`src/rtl/lrc_pkg.sv`:
```
package lrc_pkg;
  // register byte addresses
  localparam logic [7:0] LRC_ADDR_CTRL1 = 8'h20;
  localparam logic [7:0] LRC_ADDR_STATUS = 8'h24;
  localparam logic [7:0] LRC_ADDR_MASK = 8'h28;
  localparam logic [7:0] LRC_ADDR_ID_LOW = 8'h2C;
  localparam logic [7:0] LRC_ADDR_ID_HIGH = 8'h30;
  // control one field positions
  localparam int LRC_BIT_ENABLE = 7;
  localparam int LRC_BIT_SOFT_RESET = 6;
  localparam int LRC_BIT_MODE = 5;
  localparam int LRC_WAKEUP_ID_SELECT_HI = 3;
  localparam int LRC_WAKEUP_ID_SELECT_LO = 2;
  localparam int LRC_DETECT_SENSITIVITY_HI = 1;
  localparam int LRC_DETECT_SENSITIVITY_LO = 0;
  localparam logic [7:0] LRC_CTRL1_RESET = 8'h00;
  // status and mask layout
  localparam int LRC_EVT_CARRIER = 0;
  localparam int LRC_EVT_ACCEPT = 1;
  localparam int LRC_EVT_MISMATCH = 2;
  localparam int LRC_NUM_EVT = 3;
  localparam int LRC_STAT_SRST_BUSY = 6;
  localparam int LRC_STAT_READY = 7;
  // wake-up id selections
  localparam logic [1:0] LRC_ID_NONE = 2'h0;
  localparam logic [1:0] LRC_ID_LOW8 = 2'h1;
  localparam logic [1:0] LRC_ID_FULL16 = 2'h2;
  localparam logic [1:0] LRC_ID_EITHER8 = 2'h3;
  // sensitivity codes, rising sensitivity
  localparam logic [1:0] LRC_DETECT_SENSITIVITY_VLOW = 2'h0;
  localparam logic [1:0] LRC_DETECT_SENSITIVITY_LOW = 2'h1;
  localparam logic [1:0] LRC_DETECT_SENSITIVITY_HIGH = 2'h2;
  localparam logic [1:0] LRC_DETECT_SENSITIVITY_VHIGH = 2'h3;
  // detect and no-detect thresholds per sensitivity
  localparam logic [7:0] LRC_DET_VL = 8'hC0;
  localparam logic [7:0] LRC_NODET_VL = 8'hA0;
  localparam logic [7:0] LRC_DET_L = 8'h80;
  localparam logic [7:0] LRC_NODET_L = 8'h60;
  localparam logic [7:0] LRC_DET_H = 8'h40;
  localparam logic [7:0] LRC_NODET_H = 8'h30;
  localparam logic [7:0] LRC_DET_VH = 8'h20;
  localparam logic [7:0] LRC_NODET_VH = 8'h10;
  // timing
  localparam int LRC_CLK_PERIOD_NS = 40;
  localparam int LRC_AUTOZERO_NS = 64000;
  localparam int LRC_AUTOZERO_CYCLES =
    (LRC_AUTOZERO_NS + LRC_CLK_PERIOD_NS - 1) / LRC_CLK_PERIOD_NS;
  localparam int LRC_SOFT_RESET_CYCLES = 4;
  // power-up sequencer states
  typedef enum logic [2:0] {
    LRC_ST_OFF = 3'b000,
    LRC_ST_WAIT_EDGE = 3'b001,
    LRC_ST_POWER = 3'b010,
    LRC_ST_AUTOZERO = 3'b011,
    LRC_ST_READY = 3'b100
  } lrc_state_e;
endpackage

```
`src/rtl/lrc_seq_if.sv`:
```
`timescale 1ns/1ps
interface lrc_seq_if;
  logic enable;
  logic lfoRise;
  logic powering;
  logic autoZeroing;
  logic ready;
  modport ctrl (output enable, output lfoRise, input powering, input autoZeroing, input ready);
  modport seq (input enable, input lfoRise, output powering, output autoZeroing, output ready);
endinterface

```
`src/rtl/lrc_receiver_ctrl.sv`:
```
`timescale 1ns/1ps
// Function
// - enable starts power-up at next oscillator edge
// - bit 7 enable: standby or active, read-write
// - bit 6 starts soft reset, self-clears, reads zero
// - bit 5 selects data or carrier mode
// - bits 3:2 select wake-up id scheme
// - bits 1:0 set detect and no-detect thresholds
// - sensitivity only affects carrier-detect path
// - sensitivity codes rise very low to very high
// - power-on and soft reset clear fields
// - carrier mode sets flag, interrupt if enabled
// - message accepted only on id match
module lrc_receiver_ctrl
  import lrc_pkg::*;
#(
  parameter int AZ_CYCLES = LRC_AUTOZERO_CYCLES,
  parameter int SRST_CYCLES = LRC_SOFT_RESET_CYCLES
) (
  // clock and reset
  input wire logic clk,
  input wire logic reset,
  // apb slave
  input wire logic psel,
  input wire logic penable,
  input wire logic pwrite,
  input wire logic [7:0] paddr,
  input wire logic [31:0] pwdata,
  output logic [31:0] prdata,
  output logic pready,
  output logic pslverr,
  // receiver front end
  input wire logic lfoClk,
  input wire logic [7:0] signalLevel,
  input wire logic rxIdValid,
  input wire logic [15:0] rxId,
  // receiver status
  output logic receiverActive,
  output logic receiverPowering,
  output logic receiverAutoZero,
  output logic receiverReady,
  output logic carrierPresent,
  output logic msgAccepted,
  output logic irq
);
  lrc_seq_if sqIf();

  logic ctrlEnable, next_ctrlEnable;
  logic ctrlMode, next_ctrlMode;
  logic [1:0] ctrlIdSel, next_ctrlIdSel;
  logic [1:0] ctrlSens, next_ctrlSens;
  logic [3:0] srstCount, next_srstCount;
  logic [7:0] idLow, next_idLow;
  logic [7:0] idHigh, next_idHigh;
  logic [LRC_NUM_EVT-1:0] status, next_status;
  logic [LRC_NUM_EVT-1:0] mask, next_mask;
  logic [31:0] next_prdata;
  logic next_pslverr;
  logic lfoPrev;
  logic next_carrierPresent;
  logic next_msgAccepted;
  logic next_irq;
  logic wrAccess, rdSetup, srstBusy;
  logic [LRC_NUM_EVT-1:0] evtSet;
  logic [7:0] ctrlRead;

  function automatic logic [7:0] detLevel(input logic [1:0] detect_sensitivity);
    case (detect_sensitivity)
      LRC_DETECT_SENSITIVITY_VLOW: detLevel = LRC_DET_VL;
      LRC_DETECT_SENSITIVITY_LOW: detLevel = LRC_DET_L;
      LRC_DETECT_SENSITIVITY_HIGH: detLevel = LRC_DET_H;
      default: detLevel = LRC_DET_VH;
    endcase
  endfunction

  function automatic logic [7:0] noDetLevel(input logic [1:0] detect_sensitivity);
    case (detect_sensitivity)
      LRC_DETECT_SENSITIVITY_VLOW: noDetLevel = LRC_NODET_VL;
      LRC_DETECT_SENSITIVITY_LOW: noDetLevel = LRC_NODET_L;
      LRC_DETECT_SENSITIVITY_HIGH: noDetLevel = LRC_NODET_H;
      default: noDetLevel = LRC_NODET_VH;
    endcase
  endfunction

  function automatic logic idMatch(input logic [1:0] sel, input logic [15:0] rx,
                                   input logic [7:0] lo, input logic [7:0] hi);
    case (sel)
      LRC_ID_NONE: idMatch = 1'b1;
      LRC_ID_LOW8: idMatch = (rx[7:0] == lo);
      LRC_ID_FULL16: idMatch = (rx == {hi, lo});
      default: idMatch = (rx[7:0] == lo) || (rx[7:0] == hi);
    endcase
  endfunction

  lrc_powerup_seq #(
    .AZ_CYCLES(AZ_CYCLES)
  ) uSeq (
    .clk(clk),
    .reset(reset),
    .sq(sqIf.seq)
  );

  assign sqIf.enable = ctrlEnable;
  assign sqIf.lfoRise = lfoClk & ~lfoPrev;
  assign receiverActive = ctrlEnable;
  assign receiverPowering = sqIf.powering;
  assign receiverAutoZero = sqIf.autoZeroing;
  assign receiverReady = sqIf.ready;
  assign pready = 1'b1;

  assign wrAccess = psel & penable & pwrite;
  assign rdSetup = psel & ~penable;
  assign srstBusy = (srstCount != 4'h0);

  // bit 6 and bit 4 read zero
  always_comb begin
    ctrlRead = 8'h00;
    ctrlRead[LRC_BIT_ENABLE] = ctrlEnable;
    ctrlRead[LRC_BIT_MODE] = ctrlMode;
    ctrlRead[LRC_WAKEUP_ID_SELECT_HI:LRC_WAKEUP_ID_SELECT_LO] = ctrlIdSel;
    ctrlRead[LRC_DETECT_SENSITIVITY_HI:LRC_DETECT_SENSITIVITY_LO] = ctrlSens;
  end

  // detection, id check and events
  always_comb begin
    next_carrierPresent = carrierPresent;
    next_msgAccepted = 1'b0;
    evtSet = '0;
    if (sqIf.ready && ctrlMode) begin
      // sensitivity thresholds act only here
      if (signalLevel > detLevel(ctrlSens)) begin
        next_carrierPresent = 1'b1;
      end else if (signalLevel < noDetLevel(ctrlSens)) begin
        next_carrierPresent = 1'b0;
      end
      evtSet[LRC_EVT_CARRIER] = next_carrierPresent & ~carrierPresent;
    end else begin
      next_carrierPresent = 1'b0;
    end
    if (sqIf.ready && !ctrlMode && rxIdValid) begin
      if (idMatch(ctrlIdSel, rxId, idLow, idHigh)) begin
        next_msgAccepted = 1'b1;
        evtSet[LRC_EVT_ACCEPT] = 1'b1;
      end else begin
        evtSet[LRC_EVT_MISMATCH] = 1'b1;
      end
    end
  end

  // register writes and reads
  always_comb begin
    next_ctrlEnable = ctrlEnable;
    next_ctrlMode = ctrlMode;
    next_ctrlIdSel = ctrlIdSel;
    next_ctrlSens = ctrlSens;
    next_srstCount = srstBusy ? srstCount - 4'h1 : srstCount;
    next_idLow = idLow;
    next_idHigh = idHigh;
    next_mask = mask;
    next_status = status;
    next_prdata = prdata;
    next_pslverr = pslverr;
    if (wrAccess) begin
      case (paddr)
        LRC_ADDR_CTRL1: begin
          next_ctrlEnable = pwdata[LRC_BIT_ENABLE];
          next_ctrlMode = pwdata[LRC_BIT_MODE];
          next_ctrlIdSel = pwdata[LRC_WAKEUP_ID_SELECT_HI:LRC_WAKEUP_ID_SELECT_LO];
          next_ctrlSens = pwdata[LRC_DETECT_SENSITIVITY_HI:LRC_DETECT_SENSITIVITY_LO];
          if (pwdata[LRC_BIT_SOFT_RESET]) begin
            next_srstCount = 4'(SRST_CYCLES);
          end
        end
        LRC_ADDR_STATUS: next_status = status & ~pwdata[LRC_NUM_EVT-1:0];
        LRC_ADDR_MASK: next_mask = pwdata[LRC_NUM_EVT-1:0];
        LRC_ADDR_ID_LOW: next_idLow = pwdata[7:0];
        LRC_ADDR_ID_HIGH: next_idHigh = pwdata[7:0];
        default: next_mask = mask;
      endcase
    end
    // set wins over clear
    next_status = next_status | evtSet;
    if (srstBusy || (next_srstCount != 4'h0)) begin
      next_ctrlEnable = 1'b0;
      next_ctrlMode = 1'b0;
      next_ctrlIdSel = 2'h0;
      next_ctrlSens = 2'h0;
    end
    if (rdSetup) begin
      next_pslverr = 1'b0;
      next_prdata = 32'h0000_0000;
      case (paddr)
        LRC_ADDR_CTRL1: next_prdata = {24'h000000, ctrlRead};
        LRC_ADDR_STATUS: begin
          next_prdata[LRC_NUM_EVT-1:0] = status;
          next_prdata[LRC_STAT_SRST_BUSY] = srstBusy;
          next_prdata[LRC_STAT_READY] = sqIf.ready;
        end
        LRC_ADDR_MASK: next_prdata[LRC_NUM_EVT-1:0] = mask;
        LRC_ADDR_ID_LOW: next_prdata[7:0] = idLow;
        LRC_ADDR_ID_HIGH: next_prdata[7:0] = idHigh;
        default: next_pslverr = ~pwrite;
      endcase
    end
    next_irq = |(next_status & next_mask);
  end

  always_ff @(posedge clk or posedge reset) begin
    if (reset) begin
      ctrlEnable <= LRC_CTRL1_RESET[LRC_BIT_ENABLE];
      ctrlMode <= LRC_CTRL1_RESET[LRC_BIT_MODE];
      ctrlIdSel <= LRC_CTRL1_RESET[LRC_WAKEUP_ID_SELECT_HI:LRC_WAKEUP_ID_SELECT_LO];
      ctrlSens <= LRC_CTRL1_RESET[LRC_DETECT_SENSITIVITY_HI:LRC_DETECT_SENSITIVITY_LO];
      srstCount <= 4'h0;
      idLow <= 8'h00;
      idHigh <= 8'h00;
      status <= '0;
      mask <= '0;
      prdata <= 32'h0000_0000;
      pslverr <= 1'b0;
      lfoPrev <= 1'b0;
      carrierPresent <= 1'b0;
      msgAccepted <= 1'b0;
      irq <= 1'b0;
    end else begin
      ctrlEnable <= next_ctrlEnable;
      ctrlMode <= next_ctrlMode;
      ctrlIdSel <= next_ctrlIdSel;
      ctrlSens <= next_ctrlSens;
      srstCount <= next_srstCount;
      idLow <= next_idLow;
      idHigh <= next_idHigh;
      status <= next_status;
      mask <= next_mask;
      prdata <= next_prdata;
      pslverr <= next_pslverr;
      lfoPrev <= lfoClk;
      carrierPresent <= next_carrierPresent;
      msgAccepted <= next_msgAccepted;
      irq <= next_irq;
    end
  end
endmodule

```
`src/rtl/lrc_powerup_seq.sv`:
```
`timescale 1ns/1ps
module lrc_powerup_seq
  import lrc_pkg::*;
#(
  parameter int AZ_CYCLES = LRC_AUTOZERO_CYCLES
) (
  // clock and reset
  input wire logic clk,
  input wire logic reset,
  // link to control
  lrc_seq_if.seq sq
);
  lrc_state_e state, next_state;
  logic [15:0] azCount, next_azCount;

  always_comb begin
    next_state = state;
    next_azCount = azCount;
    case (state)
      LRC_ST_OFF: begin
        if (sq.enable) begin
          next_state = LRC_ST_WAIT_EDGE;
        end
      end
      LRC_ST_WAIT_EDGE: begin
        if (sq.lfoRise) begin
          next_state = LRC_ST_POWER;
        end
      end
      LRC_ST_POWER: begin
        if (sq.lfoRise) begin
          next_state = LRC_ST_AUTOZERO;
          next_azCount = 16'h0000;
        end
      end
      LRC_ST_AUTOZERO: begin
        if (azCount == 16'(AZ_CYCLES - 1)) begin
          next_state = LRC_ST_READY;
        end else begin
          next_azCount = azCount + 16'h0001;
        end
      end
      LRC_ST_READY: begin
        next_state = LRC_ST_READY;
      end
      default: begin
        next_state = LRC_ST_OFF;
      end
    endcase
    if (!sq.enable) begin
      next_state = LRC_ST_OFF;
    end
  end

  always_ff @(posedge clk or posedge reset) begin
    if (reset) begin
      state <= LRC_ST_OFF;
      azCount <= 16'h0000;
    end else begin
      state <= next_state;
      azCount <= next_azCount;
    end
  end

  assign sq.powering = (state == LRC_ST_POWER);
  assign sq.autoZeroing = (state == LRC_ST_AUTOZERO);
  assign sq.ready = (state == LRC_ST_READY);
endmodule

```
`config.mk`:
```
export PLATFORM = sky130hd
export DESIGN_NAME = lrc_receiver_ctrl
export DESIGN_NICKNAME = d
export VERILOG_FILES = /design/src/rtl/lrc_pkg.sv /design/src/rtl/lrc_seq_if.sv /design/src/rtl/lrc_receiver_ctrl.sv /design/src/rtl/lrc_powerup_seq.sv
export SDC_FILE = /design/constraint.sdc
export NUM_CORES = 1
export LEC_CHECK = 0
export BUFFER_PORTS_ARGS = -buffer_cell sky130_fd_sc_hd__buf_4
export CAP_MARGIN = 30
export CORE_ASPECT_RATIO = 1.1
export CORE_MARGIN = 2
export CORE_UTILIZATION = 48
export CTS_CLUSTER_DIAMETER = 150
export DETAILED_ROUTE_END_ITERATION = 10
export PLACE_DENSITY = 0.77
export SYNTH_ARGS = -nofsm -noshare
export SYNTH_HDL_FRONTEND = slang
export SYNTH_HIERARCHICAL = 1
export SYNTH_SLANG_ARGS = --single-unit
```
`constraint.sdc`:
```
create_clock -name clk -period 2 [get_ports clk]
set_input_delay 0.2 -clock clk [delete_from_list [all_inputs] [get_ports clk]]
set_output_delay 0.2 -clock clk [all_outputs]
set_load 0.02 [all_outputs]
```
======== After elaboration in Yosys (flattened, before gate mapping) ========
Index checks and enable logic that the tools add are counted.
cells by class
  $add $sub $neg .......................... 2
  multipliers ............................. 0
  divide/modulo/power cells ............... 0
  order comparisons ....................... 2
  equal/unequal tests ..................... 22
  shifts and indexed selects .............. 0
  muxes and demuxes ....................... 48
  bitwise logic cells ..................... 13
  reductions and logical operators ........ 21
operators by type and width
  cell                                                                     count
  8-bit case mux with 3 select lines                                       2
  8-bit by 6-bit equality test with 1-bit output, second input constant    5
  16-bit 2-to-1 mux                                                        2
  16-bit case mux with 2 select lines                                      1
  3-bit case mux with 5 select lines                                       2
  3-bit 2-to-1 mux                                                         8
  8-bit 2-to-1 mux                                                         3
  16-bit by 1-bit adder with 16-bit output, second input constant          1
  16-bit by 11-bit equality test with 1-bit output, second input constant  1
  16-bit equality test                                                     1
  8-bit equality test                                                      2
  1-bit 2-to-1 mux                                                         16
  4-bit 2-to-1 mux                                                         4
  2-bit 2-to-1 mux                                                         7
  3-bit case mux with 3 select lines                                       1
  8-bit greater-than comparator                                            1
  8-bit less-than comparator                                               1
  2-bit case mux with 4 select lines                                       1
  4-bit nonzero test                                                       2
  3-bit bitwise AND                                                        2
  3-bit by 2-bit equality test with 1-bit output, second input constant    2
  3-bit != test, second input constant                                     2
  2-bit AND reduction                                                      3
  3-bit AND reduction                                                      2
  21 further kinds                                                         36
word-level totals
  register bits ........................... 64
  bits in latches ......................... 0
  memory bits (writable) .................. 0
  memory bits (read-only) ................. 0
  output and inout port bits .............. 41
  logic and storage cells ................. 125
  memories ................................ 0

======== Longest topological paths before layout ========
Gate-level depths: netlist of run 1.
  depth in word-level cells ............... 15
  gate-level depth with buffers ........... 8

======== Cells and area by module ========
Netlist of run 1, hierarchy kept.
by module, submodules not included
  module             instances  cells an instance  area an instance (µm²)  sequential area each (µm²)
  lrc_receiver_ctrl  1          267                2748.9                  1126.1
  lrc_powerup_seq    1          127                1198.6                  475.5

======== Worst setup path after synthesis of run 1 ========
OpenSTA, ideal clock, no wires.
  path type ............................... register to register
  start ................................... register uSeq.state[0]
  end ..................................... register uSeq.azCount[14]
  library setup time ...................... 126 ps
  data arrival time ....................... 1757 ps
  setup slack ............................. 117 ps
  stages on the path, launching flop included .. 5
  cells stage by stage .................... dfrtp_1 -> nor3b_1 -> nand2_1 -> a21boi_2 -> a221o_1
on the way
  word-level cells in the longest chain between the ends .. 3
  elaborated cells between the ends (all ways) .. 7
  those cells by class .................... eq/ne (4); mux (1); reduce/logical (2)
RTL lines
  item                                                                                      RTL line                 text
  start, declared                                                                           lrc_powerup_seq.sv:13    lrc_state_e state, next_state;
  start signal, assigned                                                                    lrc_powerup_seq.sv:60    state <= next_state;
  3-bit by 2-bit equality test with 1-bit output *                                          n/a
  named net receiverPowering                                                                lrc_receiver_ctrl.sv:39  output logic receiverPowering,
  2-bit by 1-bit != test with 1-bit output (no line) or 2-bit nonzero test (tied branches)  n/a
  3-bit AND reduction (no line)                                                             n/a
  end signal, assigned                                                                      lrc_powerup_seq.sv:61    azCount <= next_azCount;
  end, declared                                                                             lrc_powerup_seq.sv:14    logic [15:0] azCount, next_azCount;
Mark *: on every way through the listed nets, which the timed path passes. The rest lies on a longest branch.
A chain may end at the register's enable or synchronous reset.

======== Worst setup path after layout of run 1 ========
  start ................................... register ctrlSens[0]
  end ..................................... register irq
on the way
  word-level cells in the longest chain between the ends .. 13
  elaborated cells between the ends (all ways) .. 18
  those cells by class .................... order compare (2); eq/ne (2); mux (9); bitwise (3); reduce/logical (2)
RTL lines
  item                                         RTL line                                          text
  start, declared                              lrc_receiver_ctrl.sv:51                           logic [1:0] ctrlSens, next_ctrlSens;
  start signal, assigned                       lrc_receiver_ctrl.sv:213                          ctrlSens <= LRC_CTRL1_RESET[LRC_DETECT_SENSITIVITY_HI:LRC_DETECT_SENSITIVITY_LO];
  start signal, assigned                       lrc_receiver_ctrl.sv:229                          ctrlSens <= next_ctrlSens;
  2-bit equality test (tied with other cells)  lrc_receiver_ctrl.sv:68, lrc_receiver_ctrl.sv:77
  8-bit case mux with 3 select lines           lrc_receiver_ctrl.sv:77                           case (detect_sensitivity)
  8-bit 2-to-1 mux                             lrc_receiver_ctrl.sv:131                          if (signalLevel > detLevel(ctrlSens)) begin
  8-bit 2-to-1 mux                             lrc_receiver_ctrl.sv:129                          if (sqIf.ready && ctrlMode) begin
  8-bit less-than comparator                   lrc_receiver_ctrl.sv:133                          end else if (signalLevel < noDetLevel(ctrlSens)) begin
  1-bit 2-to-1 mux                             lrc_receiver_ctrl.sv:133
  1-bit 2-to-1 mux *                           lrc_receiver_ctrl.sv:131
  1-bit 2-to-1 mux *                           lrc_receiver_ctrl.sv:129
  1-bit bitwise AND *                          lrc_receiver_ctrl.sv:136                          evtSet[LRC_EVT_CARRIER] = next_carrierPresent & ~carrierPresent;
  1-bit 2-to-1 mux *                           lrc_receiver_ctrl.sv:129
  3-bit OR *                                   lrc_receiver_ctrl.sv:182                          next_status = next_status | evtSet;
  named net next_status[0]                     lrc_receiver_ctrl.sv:55                           logic [LRC_NUM_EVT-1:0] status, next_status;
  3-bit bitwise AND *                          lrc_receiver_ctrl.sv:205                          next_irq = |(next_status & next_mask);
  3-bit OR reduction *                         lrc_receiver_ctrl.sv:205
  named net next_irq                           lrc_receiver_ctrl.sv:62                           logic next_irq;
  end signal, assigned                         lrc_receiver_ctrl.sv:240                          irq <= next_irq;
  end, declared                                lrc_receiver_ctrl.sv:44                           output logic irq
Mark *: on every way through the listed nets, which the timed path passes. The rest lies on a longest branch. The select of a mux whose other input is x is not followed.

==> summary by stage, run 1 <==
STA
The tightest slew margin relative to the limit is 47.9%. The final-report max-slew violation count came to 0. The count of endpoints failing setup in the final report is 0. On the final layout, the worst clock skew is 0.00966 ns. The worst-margin pin slew is 0.780 ns.

The achievable frequency is 0.520 GHz. The share of the cycle needed by the critical path after routing is 96.1%. The final number of hold-violating endpoints is 0. The final worst-path setup slack is 0.0783 ns. The final critical delay including setup and external delays is 1.92 ns. Hold timing on the final database bottoms out at a slack of 0.00898 ns.

Setup path
By startpoint and endpoint, the worst setup path is classified as reg -> reg. The worst setup path is launched from a register. In this run the critical register-to-register path is launched from ctrlSens[0]$_DFFE_PP0P_. The critical path's largest stage delay is 0.47 ns. The slowest stage of the critical path belongs to the cell or4b_4. The combined buffer and inverter count along the critical path is 0. The critical path arrival is 2.14 ns. The data required time of the worst path is 2.22 ns. STA classifies the critical path endpoint as a register. The startpoint of the most critical setup path is ctrlSens[0]$_DFFE_PP0P_. In this run the worst path has a maximum fanout of 2. The critical path goes through ha_1 > or4b_4 > nor4_4 > a21oi_2 > a22o_1 > nand2_2 > o221ai_2. Grouping stages by cell kind, the critical path spends the most delay in simple AND/OR/NAND/NOR gates.

Cells and area
The fraction of layout instances using a drive strength above 1 is 26.1%. The top cell types in the final layout, fill and taps aside, are buf_4 (91), dfrtp_1 (64), nand2_1 (29). The final antenna diode count is 0. Leaving out fill and tap cells, the most frequent cell in the layout is buf_4. The synthesis-to-finish area growth is 20.2%.

In the final design database the tool counted 556 nets.

Route
After detailed routing, the average wire length per cell comes to 15.6 µm. The detailed-routing iteration count for the pre-antenna-repair pass is 5. The number of DRC violations after detailed routing is 0. Once detail routing completed, the nets flagged for antenna violations numbered 0.

In the routed layout, each cell is associated on average with a via count of 5.56. The routed wire length is 9190 µm. After the first detailed-routing iteration, the DRC count stood at 182. Detailed routing inserted a total of 3262 vias.

Clock tree
The clock tree from TritonCTS is yes. Clock-pin slew was measured on the worst setup and hold paths at 0.07 ns. The cell sitting at the root of the clock tree is a clkbuf_8. The number of levels the H-tree was split into is 3. The number of setup buffers added after CTS is 0. The clock reaches the later pin of the worst-skew pair after 0.34 ns. Clock tree synthesis inserted a total of 9 buffers. The number of clock sinks is 64.

The maximum root-to-sink buffer count is 2.

Yosys
Synthesis instantiated 66 different standard cells from the library. After synthesis, flip-flops and latches occupy 40.6% of the total area. The fraction of registers with async set or reset after synthesis is 100%. The synthesized netlist occupies a cell area of 3950 µm².

The synthesized design contains 0 enable-type register cells. In the synthesized netlist, the number of instances is 394. The total of warnings raised by yosys is 6.

The synthesized flop and latch total is 64. The mean instance size in the synthesized netlist is 10.0 µm². The most common flop cell mapped by yosys is dfrtp_1.

Floorplan
The die is 90.5 µm wide. The initial standard-cell utilization of the core is 49.6%. The die covers 8970 µm². The die height is 99.1 µm. The number of placement rows is 34. The I/O pin count is 112.

The floorplan step defined a core boundary enclosing 7960 µm².

Global routing
The pin count of the biggest net entering global routing is 46. The overall overflow remaining after global route is 0. The via count of the first global-routing pass came to 3170.

The global-route wire length before repair is 15300 µm. The initial antenna violation count was 0. The global routing usage summed across all routing layers is 21.2%.

Run
The count of maximum capacitance violations is 0.

Power and ir drop
The maximum resistive drop on vdd is 394 µV. The power density over the cells is 586 nW/µm². For this design the static power due to leakage is 0.00234 µW. Summing internal, switching and leakage power gives 2780 µW.

Place
Port buffering added 62 buffers. The total half-perimeter wirelength after legalization and detailed placement is 6970 µm. Timing analysis after detailed placement gives a worst setup slack of 0.0831 ns. At the end of routability-driven placement, the weighted congestion stood at 0.914.

Outcome
The run finished with clean final reports.

Hold path
The path class of the tightest hold or removal check is in -> async.
## synth_stat cells (2+ instances only)
library cell | count | area share (%)
dfrtp_1 | 64 | 41
nand2_1 | 29 | 2.8
buf_4 | 26 | 4.9
nor2_1 | 19 | 1.8
inv_1 | 16 | 1.5
mux2_1 | 16 | 4.6
xor2_1 | 16 | 3.5
nand4_1 | 13 | 2.1
a21oi_1 | 11 | 1.4
mux2i_1 | 11 | 2.8
o21ai_1 | 11 | 1.4
xnor2_1 | 11 | 2.4
nand3_1 | 10 | 1.3
ha_1 | 8 | 2.5
nor4_1 | 8 | 1.3
a31oi_1 | 7 | 1.1
buf_2 | 7 | 0.89
and3_1 | 6 | 0.95
and4_1 | 6 | 1.3
a22o_1 | 5 | 1.1
a22oi_1 | 5 | 0.95
clkbuf_1 | 5 | 0.48
o21a_1 | 5 | 0.95
o21ai_0 | 5 | 0.63
a221o_1 | 4 | 1.0
buf_6 | 4 | 1.1
nand2b_1 | 4 | 0.63
nor2b_1 | 4 | 0.63
o211ai_1 | 4 | 0.76
and2_1 | 3 | 0.48
mux4_2 | 3 | 1.7
nand3b_1 | 3 | 0.57
nor3b_1 | 3 | 0.57
or2_2 | 3 | 0.48
a211oi_1 | 2 | 0.38
conb_1 | 2 | 0.19
nand2_2 | 2 | 0.32
nor3_1 | 2 | 0.25
nor4_2 | 2 | 0.63
or3_1 | 2 | 0.32
or4_1 | 2 | 0.38
## sequential cells by signal, summed over array words and instances, names as in the netlist, 2 cells and up
| name | flops |
|---|---|
| ctrlIdSel | 2 |
| ctrlSens | 2 |
| idHigh | 8 |
| idLow | 8 |
| mask | 3 |
| prdata | 8 |
| srstCount | 4 |
| status | 3 |
| uSeq/azCount | 16 |
| uSeq/state | 3 |
## metrics by stage
stage / TNS, ns / utilization, % / cells / instance area [µm²]
after CTS: 0 / 59.4 / 587 / 4720
final: 0 / 59.6 / 587 / 4740
after global placement: 0 / 57.2 / 573 / 4550
after global routing: -0.0213 / 59.6 / 587 / 4740
after detailed placement: 0 / 57.2 / 573 / 4550
after floorplan: 0 / - / 417 / 4030
## kinds of logic (layout without fill, tap and decap cells)
kind of cell / after synthesis / count (layout) / synth area share, %
AO/OA/AOI/OAI: 70 / 70 / 12.3
flip-flops: 64 / 64 / 40.6
other: 2 / 25 / 0.190
multiplexers: 31 / 31 / 9.73
XOR/XNOR: 27 / 27 / 5.99
buffers and inverters: 60 / 122 / 9.19
adder cells (fa/ha/maj): 8 / 8 / 2.54
AND/OR/NAND/NOR: 132 / 132 / 19.5
## power by group
| group | switching (µW) | internal (µW) |
|---|---|---|
| clock network | 471 | 495 |
| registers | 37.9 | 1340 |
| logic | 240 | 191 |
## final cells by class
type	count	area (µm²)
inverter	17	63.8
tap	108	135
fill	696	3210
sequential	64	1600
clock inverter	1	5.00
multi-input combinational	293	2090
timing repair buffer	92	693
clock buffer	12	155
## repair_timing
action	4_1_cts	5_1_grt
setup endpoints to repair	0	10
resized for setup	0	4
endpoints found under the hold margin	1	0
hold buffers	1	0
## routing by layer
| metal | share of wire [%] | global-route usage, % | wire [µm] | vias to the layer above |
|---|---|---|---|---|
| li1 | - | - | - | 1542 |
| met1 | 44 | 28.5 | 4070 | 1589 |
| met2 | 49 | 35.0 | 4480 | 117 |
| met3 | 5.7 | 4.24 | 520 | 14 |
| met4 | 1.3 | 6.39 | 119 | 0 |
| met5 | 0 | 0 | 0 | - |
## final timing paths
path	to	slack, ns	depth (start not counted)
setup reg to reg	irq$_DFF_PP0_	0.08	7
hold / removal	uSeq/azCount[6]$_DFFE_PP0P_	0.009	2
max in group asynchronous	uSeq/azCount[0]$_DFFE_PP0P_	1.49	2
min in group clk	idHigh[4]$_DFFE_PP0P_	0.08	2
hold reg to reg	prdata[4]$_DFFE_PP0P_	0.49	2
setup / recovery	irq$_DFF_PP0_	0.08	7
No activity file was read; power rests on OpenSTA's default activity.
==> run 2, diff against run 1 <==
ABC_AREA = 1   (was default)
==> summary by stage, run 2 <==
Outcome
The flow ran to the end, but the final reports show violations. The checks that failed: negative hold slack.

Yosys
The post-synthesis instance total is 577. Of all flip-flops after synthesis, the portion carrying an async set or reset was 100%. Each instance of the synthesized netlist takes up on average 7.33 µm².

The total of warnings raised by yosys is 6. The post-synthesis sequential area ratio is 37.9%. The top cell type by area accounts for 37.9% of the synthesized area.

The post-synthesis instance area is 4230 µm². The library cell with the largest summed area after synthesis is dfrtp_1. Among all flip-flop cells after synthesis, the most frequent one is dfrtp_1. In this run, synthesis produced a sequential element count of 64. The cell with the most instances after synthesis is nand2_1. After synthesis, the cell types taking the most area are dfrtp_1 (38%), nand2_1 (16%), inv_1 (5.8%), nand3_1 (5.1%), buf_4 (4.6%). The unique cell type count in the Yosys netlist is 37. The number of synthesized flops with an enable pin is 0. The commonest cells after synthesis are nand2_1 (180), inv_1 (65), dfrtp_1 (64), nor2_1 (49), nand3_1 (43).

Clock tree
The clock passes through at most 2 buffers. Clock-pin slew was measured on the worst setup and hold paths at 0.08 ns. The number of clock sinks is 64.

The cell chosen for the clock root is clkbuf_8. The H-tree was split into 3 levels. TritonCTS built the clock tree. For the worst-skew pair, the clock arrives at the later sink with an insertion delay of 0.35 ns.

In this run, CTS created clock tree buffers numbering 9.

Global routing
Across every metal layer, demand over resource in global routing totals 22.3%. The global-route wire length before repair is 16800 µm. For this run the aggregate overflow at the end of global routing stands at 0.

Entering global routing, the biggest net connects 46 pins. The via count of the first global-routing pass is 3655. The initial antenna violation count came to 0.

Place
The total half-perimeter wirelength after legalization and detailed placement is 7750 µm. At the end of routability-driven placement, the weighted congestion stood at 0.880. The number of port buffers is 62.

Setup path
The worst setup path is launched from a register. The standard cell with the maximum stage delay on the critical path is dfrtp_1. Traced cell by cell, the critical path runs through inv_1 > nand3_1 > inv_1 > buf_4 > buf_4. The class of the most critical setup path is reg -> out.

The critical path's largest stage delay is 0.39 ns. STA classifies the critical path endpoint as an output port. The top fanout value on the critical path is 7. The data required time of the worst path is 1.80 ns. The critical path arrival is 1.69 ns. Counting buffers and inverters, the worst setup path is 5 cells deep. Counting both buffers and inverters, the worst setup path holds a total of 4. The kind of cell with the highest combined delay along the critical path is buffers and inverters.

The number of cells on the worst reg-to-reg path is 8.

Route
The wire length per cell after detailed routing is 13.4 µm. Across all layers, the routed design uses 3900 vias. The first detailed-routing pass ran for 6 iterations.

The via density per instance is 5.12. The number of DRC violations after detailed routing is 0. The number of nets with antenna violations after routing is 0. The routed wire length is 10200 µm. The number of DRC markers after the initial detailed-route iteration is 332.

Cells and area
The fraction of the core area covered by cells at the end of the flow is 58.1%. The register bank with the most flops is uSeq/azCount. The synthesis-to-finish area growth is 16.2%.

0 antenna diodes ended up in the layout. The final net count is 724. The library cell used most frequently in the layout, excluding fill and tap cells, is nand2_1. In the layout the commonest cells are nand2_1 (180), buf_4 (67), inv_1 (64), dfrtp_1 (64), nor2_1 (48). The filler cells instantiated in the layout total 807. The register with the most flip-flops in the layout has 16 of them. The fraction of layout instances using a drive strength above 1 is 19.4%.

Floorplan
The core region is 8450 µm². The die is 102 µm tall. The initial utilization of the core area, before any placement, comes to 50.0%. The die is 93.5 µm wide. Pin placement for this block handled 112 I/O pins. The full die area is 9580 µm². The number of placement rows is 35.

Power and ir drop
Across the VDD grid, the largest voltage drop is 321 µV. The switching share of power is 29.4%. The power density over the cells is 615 nW/µm².

The switching component of the power is 889 µW. The proportion of power drawn by flip-flops and latches is 45.8%. In this run, the clock network consumes 38.4% of the power.

Internal power comes to 2130 µW. The leakage power of the design is 0.00258 µW. Combinational cells account for 15.8% of the total power.

STA
The share of the cycle needed by the critical path after routing is 94.6%. The tightest hold path in the finished design has a slack of -0.00466 ns. The final number of hold-violating endpoints was 5. The worst pin sits at a relative slew slack of 48.4%.

Setup repair after global routing left no endpoint under its margin. The worst clock skew is 0.00710 ns. The worst-margin pin slew is 0.773 ns.

The final-report max-slew violation count is 0. Setup violations remaining at the end of the flow were counted as 0. The accumulated negative setup slack is 0 ns.

Counting I/O delays and the setup requirement, the final critical path takes 1.89 ns. The achievable frequency is 0.529 GHz.

Hold path
The tightest min-delay check is of the in -> async type.

Run
Across the run, the number of max-cap violations was 0.
[run 2: metrics by stage]
step           worst slack, ns  std cells  hold WS (ns)  total power, µW  instance area, µm²
5_1_grt               0.000251        761        0.0500             3170                4910
4_1_cts                 0.0392        761       0.00964             3030                4910
2_1_floorplan            0.287        600         0.151             1740                4320
3_3_place_gp             0.228        744         0.320             1840                4690
3_5_place_dp            0.0562        744         0.324             1870                4690
6_report                 0.108        761      -0.00466             3020                4910
[run 2: path summary, 6_finish.rpt]
path / end / start / slack (ns)
hold / removal: uSeq/azCount[12]$_DFFE_PP0P_ / reset / -0.005
hold reg to reg: pslverr$_DFFE_PP0P_ / pslverr$_DFFE_PP0P_ / 0.50
setup reg to reg: ctrlSens[0]$_DFFE_PP0P_ / srstCount[0]$_DFF_PP0_ / 0.18
min in group clk: idHigh[4]$_DFFE_PP0P_ / pwdata[4] / 0.13
max in group asynchronous: uSeq/azCount[5]$_DFFE_PP0P_ / reset / 1.52
setup / recovery: receiverAutoZero / uSeq/state[2]$_DFFE_PP0P_ / 0.11
[run 2: power groups by stage]
stage / Combinational, µW / Clock (µW) / Sequential (µW)
finish: 477 / 1160 / 1380
global route: 540 / 1240 / 1390
CTS: 471 / 1180 / 1380
detailed placement: 467 / 0 / 1410
global placement: 436 / 0 / 1400
floorplan: 338 / 0 / 1400
[run 2: cell families after synthesis]
logic type | count (synthesis) | share of synthesized area (%)
simple gates | 316 | 33.6
buf+inv | 104 | 12.5
flops | 64 | 37.9
fa+ha+maj | 8 | 2.37
other cells | 2 | 0.178
xor+xnor | 23 | 4.76
compound gates | 60 | 8.70
[run 2: final cells by class]
type,instances,area (µm²),area share [%]
clock inverter,6,68.8,1.40
clock buffer,10,138,2.80
sequential,64,1600,32.6
inverter,70,263,5.35
multi-input combinational,432,2190,44.6
tap,111,139,2.83
timing repair buffer,68,513,10.4
[run 2: metal layers]
metal | up-vias | global-route usage, % | share of wire (%)
met4 | 0 | 7.92 | 1.9
met1 | 1821 | 28.5 | 42
li1 | 1919 | - | -
met5 | - | 0 | 0
met2 | 140 | 37.5 | 50
met3 | 20 | 4.65 | 6.3
[run 2: what timing repair did]
item                                    CTS  global route
setup buffers                             0             0
gates resized for setup                   0             2
endpoints found under the setup margin    0             6
endpoints found under the hold margin     1             0
hold buffers                              1             0
==> run 3, diff against run 2 <==
ABC_AREA = default   (was 1)
CORE_MARGIN = default   (was 2)
==> summary by stage, run 3 (same netlist as run 1, synthesis figures left out) <==
Outcome
The flow ran to the end, and the final reports show no timing, DRC or antenna violations.

Power and ir drop
The switching share of power is 25.8%. The power density over the cells is 623 nW/µm². Of the total power, the clock network draws 37.8%.

The analysis attributes to net switching a power of 757 µW. VDD sags by at most 438 µV. Of the total power, combinational logic draws 15.1%.

Summed over all cells, the static leakage comes to 0.00233 µW. The proportion of power drawn by flip-flops and latches is 47.1%. The cell internal power dissipation is 2180 µW.

Route
The first TritonRoute pass finished after 4 iterations. The count of nets left with antenna violations once routing finished came out at 0. The number of DRC markers after the initial detailed-route iteration is 148. Dividing the detail-routed via count by the number of cells gives 5.52.

The routed wire length is 8940 µm. The number of DRC violations after detailed routing is 0. After detailed routing, the average wire length per cell comes to 15.4 µm. The overall via count from detail_route is 3214.

Clock tree
The tree is rooted in a clkbuf_8. The clock-pin transition on the worst setup and hold timing paths is 0.07 ns. TritonCTS built the clock tree. Once the clock tree was built, the setup fixing pass inserted 0 buffers. The source-to-sink clock delay at the later pin of the worst-skew pair is 0.34 ns.

The number of clock sinks is 64. In this run the number of H-tree levels came out at 3. The total clock buffers created by CTS is 9. The maximum root-to-sink buffer count is 2.

STA
Hold is met by 0.00359 ns. For the pin with the worst max-slew slack, the measured transition is 0.746 ns. The tightest slew margin relative to the limit is 50.2%. The achievable frequency is 0.521 GHz. The final critical delay including setup and external delays is 1.92 ns. Setup repair after global routing could not meet its margin everywhere. The final number of hold-violating endpoints is 0. The share of the cycle needed by the critical path after routing is 95.9%. The worst clock skew is 0.0127 ns. In the post-route analysis, the smallest setup slack over all paths is 0.0816 ns.

Setup violations remaining at the end of the flow were counted as 0. The final-report max-slew violation count is 0.

Floorplan
The initial standard-cell utilization of the core is 49.6%. The floorplan step defined a core boundary enclosing 7960 µm². The I/O pin count is 112. The die covers 8590 µm². The floorplan has 34 rows. In this run the horizontal extent of the chip is 88.5 µm. The floorplan step set the die height to 97.1 µm.

Cells and area
The filler cells instantiated in the layout total 680. Ranked by flip-flop count, first place goes to uSeq/azCount. Compared with the post-synthesis result, the final layout area differs by 19.4%. The fraction of layout instances using a drive strength above 1 is 24.9%. After routing the design area is 4710 µm².

At the end of the flow, the number of nets in the layout was 548. For this run, the share of the core covered by cells in the final layout is 59.3%. The flip-flop count of the largest register, all copies and words added is 16. The library cells used most frequently in the layout, excluding fill and tap cells, are buf_4 (83), dfrtp_1 (64), nand2_1 (29). The library cell used most frequently in the layout, excluding fill and tap cells, is buf_4. The final antenna diode count is 0.

Setup path
The capturing element of the worst setup path is irq$_DFF_PP0_. The critical path crosses 7 cells after its start point. Walking the worst path, the cells encountered are ha_1 > or4b_4 > nor4_4 > a21oi_2 > a22o_1 > nand2_2 > o221ai_2. The critical path's largest stage delay is 0.47 ns. The number of cells on the worst reg-to-reg path is 7. The endpoint class of the critical path is a register. The worst setup path is of the reg -> reg kind. Data on the critical path is required at its endpoint by 2.20 ns. The worst register-to-register path has a setup slack of 0.08 ns. For the worst setup path, the data arrival time is 2.12 ns.

The slowest stage of the critical path belongs to the cell or4b_4. The combined buffer and inverter count along the critical path is 0. The worst register-to-register path begins at ctrlSens[0]$_DFFE_PP0P_. The kind of cell adding the most delay to the critical path is simple AND/OR/NAND/NOR gates. The startpoint of the most critical setup path is ctrlSens[0]$_DFFE_PP0P_. The startpoint type of the worst setup path is a register. The reg-to-reg critical path endpoint is irq$_DFF_PP0_. The top fanout value on the critical path is 2.

Global routing
The global routing usage summed across all routing layers is 22.4%. The initial antenna violation count was 0. The via count of the first global-routing pass was 3233. The overall overflow remaining after global route is 0. The pin count of the biggest net entering global routing is 46. The first global-routing pass estimated 14900 µm of wire.

Place
After detailed placement, the total cell area comes to 4490 µm². The total half-perimeter wirelength after legalization and detailed placement is 6870 µm. The number of port buffers is 62. The global placer's final weighted congestion is 0.881. Before CTS, the worst setup slack after placement is 0.0658 ns.

Hold path
The path type of the worst min-delay path is in -> async.

Run
The count of maximum capacitance violations is 0.
[run 3: cell count changes in the layout (fill, tap and decap cells not counted), sizes merged, moves of 11 or more]
cell | before | now
nand3 | 50 | 11
nor2 | 53 | 21
o21ai | 37 | 16
nand2 | 189 | 31
xor2 | 5 | 16
mux2 | 0 | 17
buf | 67 | 83
inv | 69 | 16
mux2i | 0 | 11
[run 3: area by class of cell]
class | count | area (µm²) | area share, %
well taps | 108 | 135 | 2.87
repair buffers | 84 | 633 | 13.4
inverters | 17 | 63.8 | 1.35
clock buffers | 13 | 159 | 3.37
flip-flops and latches | 64 | 1600 | 34.0
clock inverters | 3 | 40.0 | 0.849
multi-input cells | 293 | 2080 | 44.2
[run 3: power by group through the flow]
stage                     Clock, µW  Combinational [µW]  Sequential, µW
after floorplan                   0                 316            1400
after global placement            0                 420            1400
after detailed placement          0                 440            1410
after CTS                      1140                 445            1380
after global routing           1190                 495            1390
final                          1110                 444            1380
[run 3: routing by layer]
metal	GRT usage [%]	share of wire, %	up-vias
li1	-	-	1529
met1	29.8	43	1565
met2	35.3	51	106
met3	5.78	5.2	14
met4	7.57	1.5	0
met5	0	0	-
[run 3: worst min-delay path by stage]
| stage | from | to | slack [ns] | cells past startpoint |
|---|---|---|---|---|
| after floorplan | reset | uSeq/azCount[0]$_DFFE_PP0P_ | 0.15 | 1 |
| after global placement | lfoClk | lfoPrev$_DFF_PP0_ | 0.34 | 1 |
| after detailed placement | lfoClk | lfoPrev$_DFF_PP0_ | 0.34 | 1 |
| after CTS | reset | ctrlMode$_DFFE_PP0P_ | 0.03 | 3 |
| after global routing | reset | idHigh[4]$_DFFE_PP0P_ | 0.06 | 3 |
| final | reset | uSeq/azCount[10]$_DFFE_PP0P_ | 0.004 | 2 |
[run 3: worst register-to-register path, cell delays in order (launching register included)]
cell and delay, ns:
dfrtp_1 0.38, ha_1 0.29, or4b_4 0.47, nor4_4 0.23, a21oi_2 0.07, a22o_1 0.21
nand2_2 0.07, o221ai_2 0.08
[run 3: per-stage QoR]
stage	setup TNS (ns)	instances	total power [µW]
final	0	582	2940
after global placement	0	565	1820
after detailed placement	0	565	1850
after floorplan	0	417	1720
after global routing	-0.0412	582	3080
after CTS	0	582	2960
[run 3: timing repair]
item	4_1_cts	5_1_grt
hold endpoints to repair	1	0
resized for setup	0	2
setup endpoints to repair	0	1
hold buffers	1	0
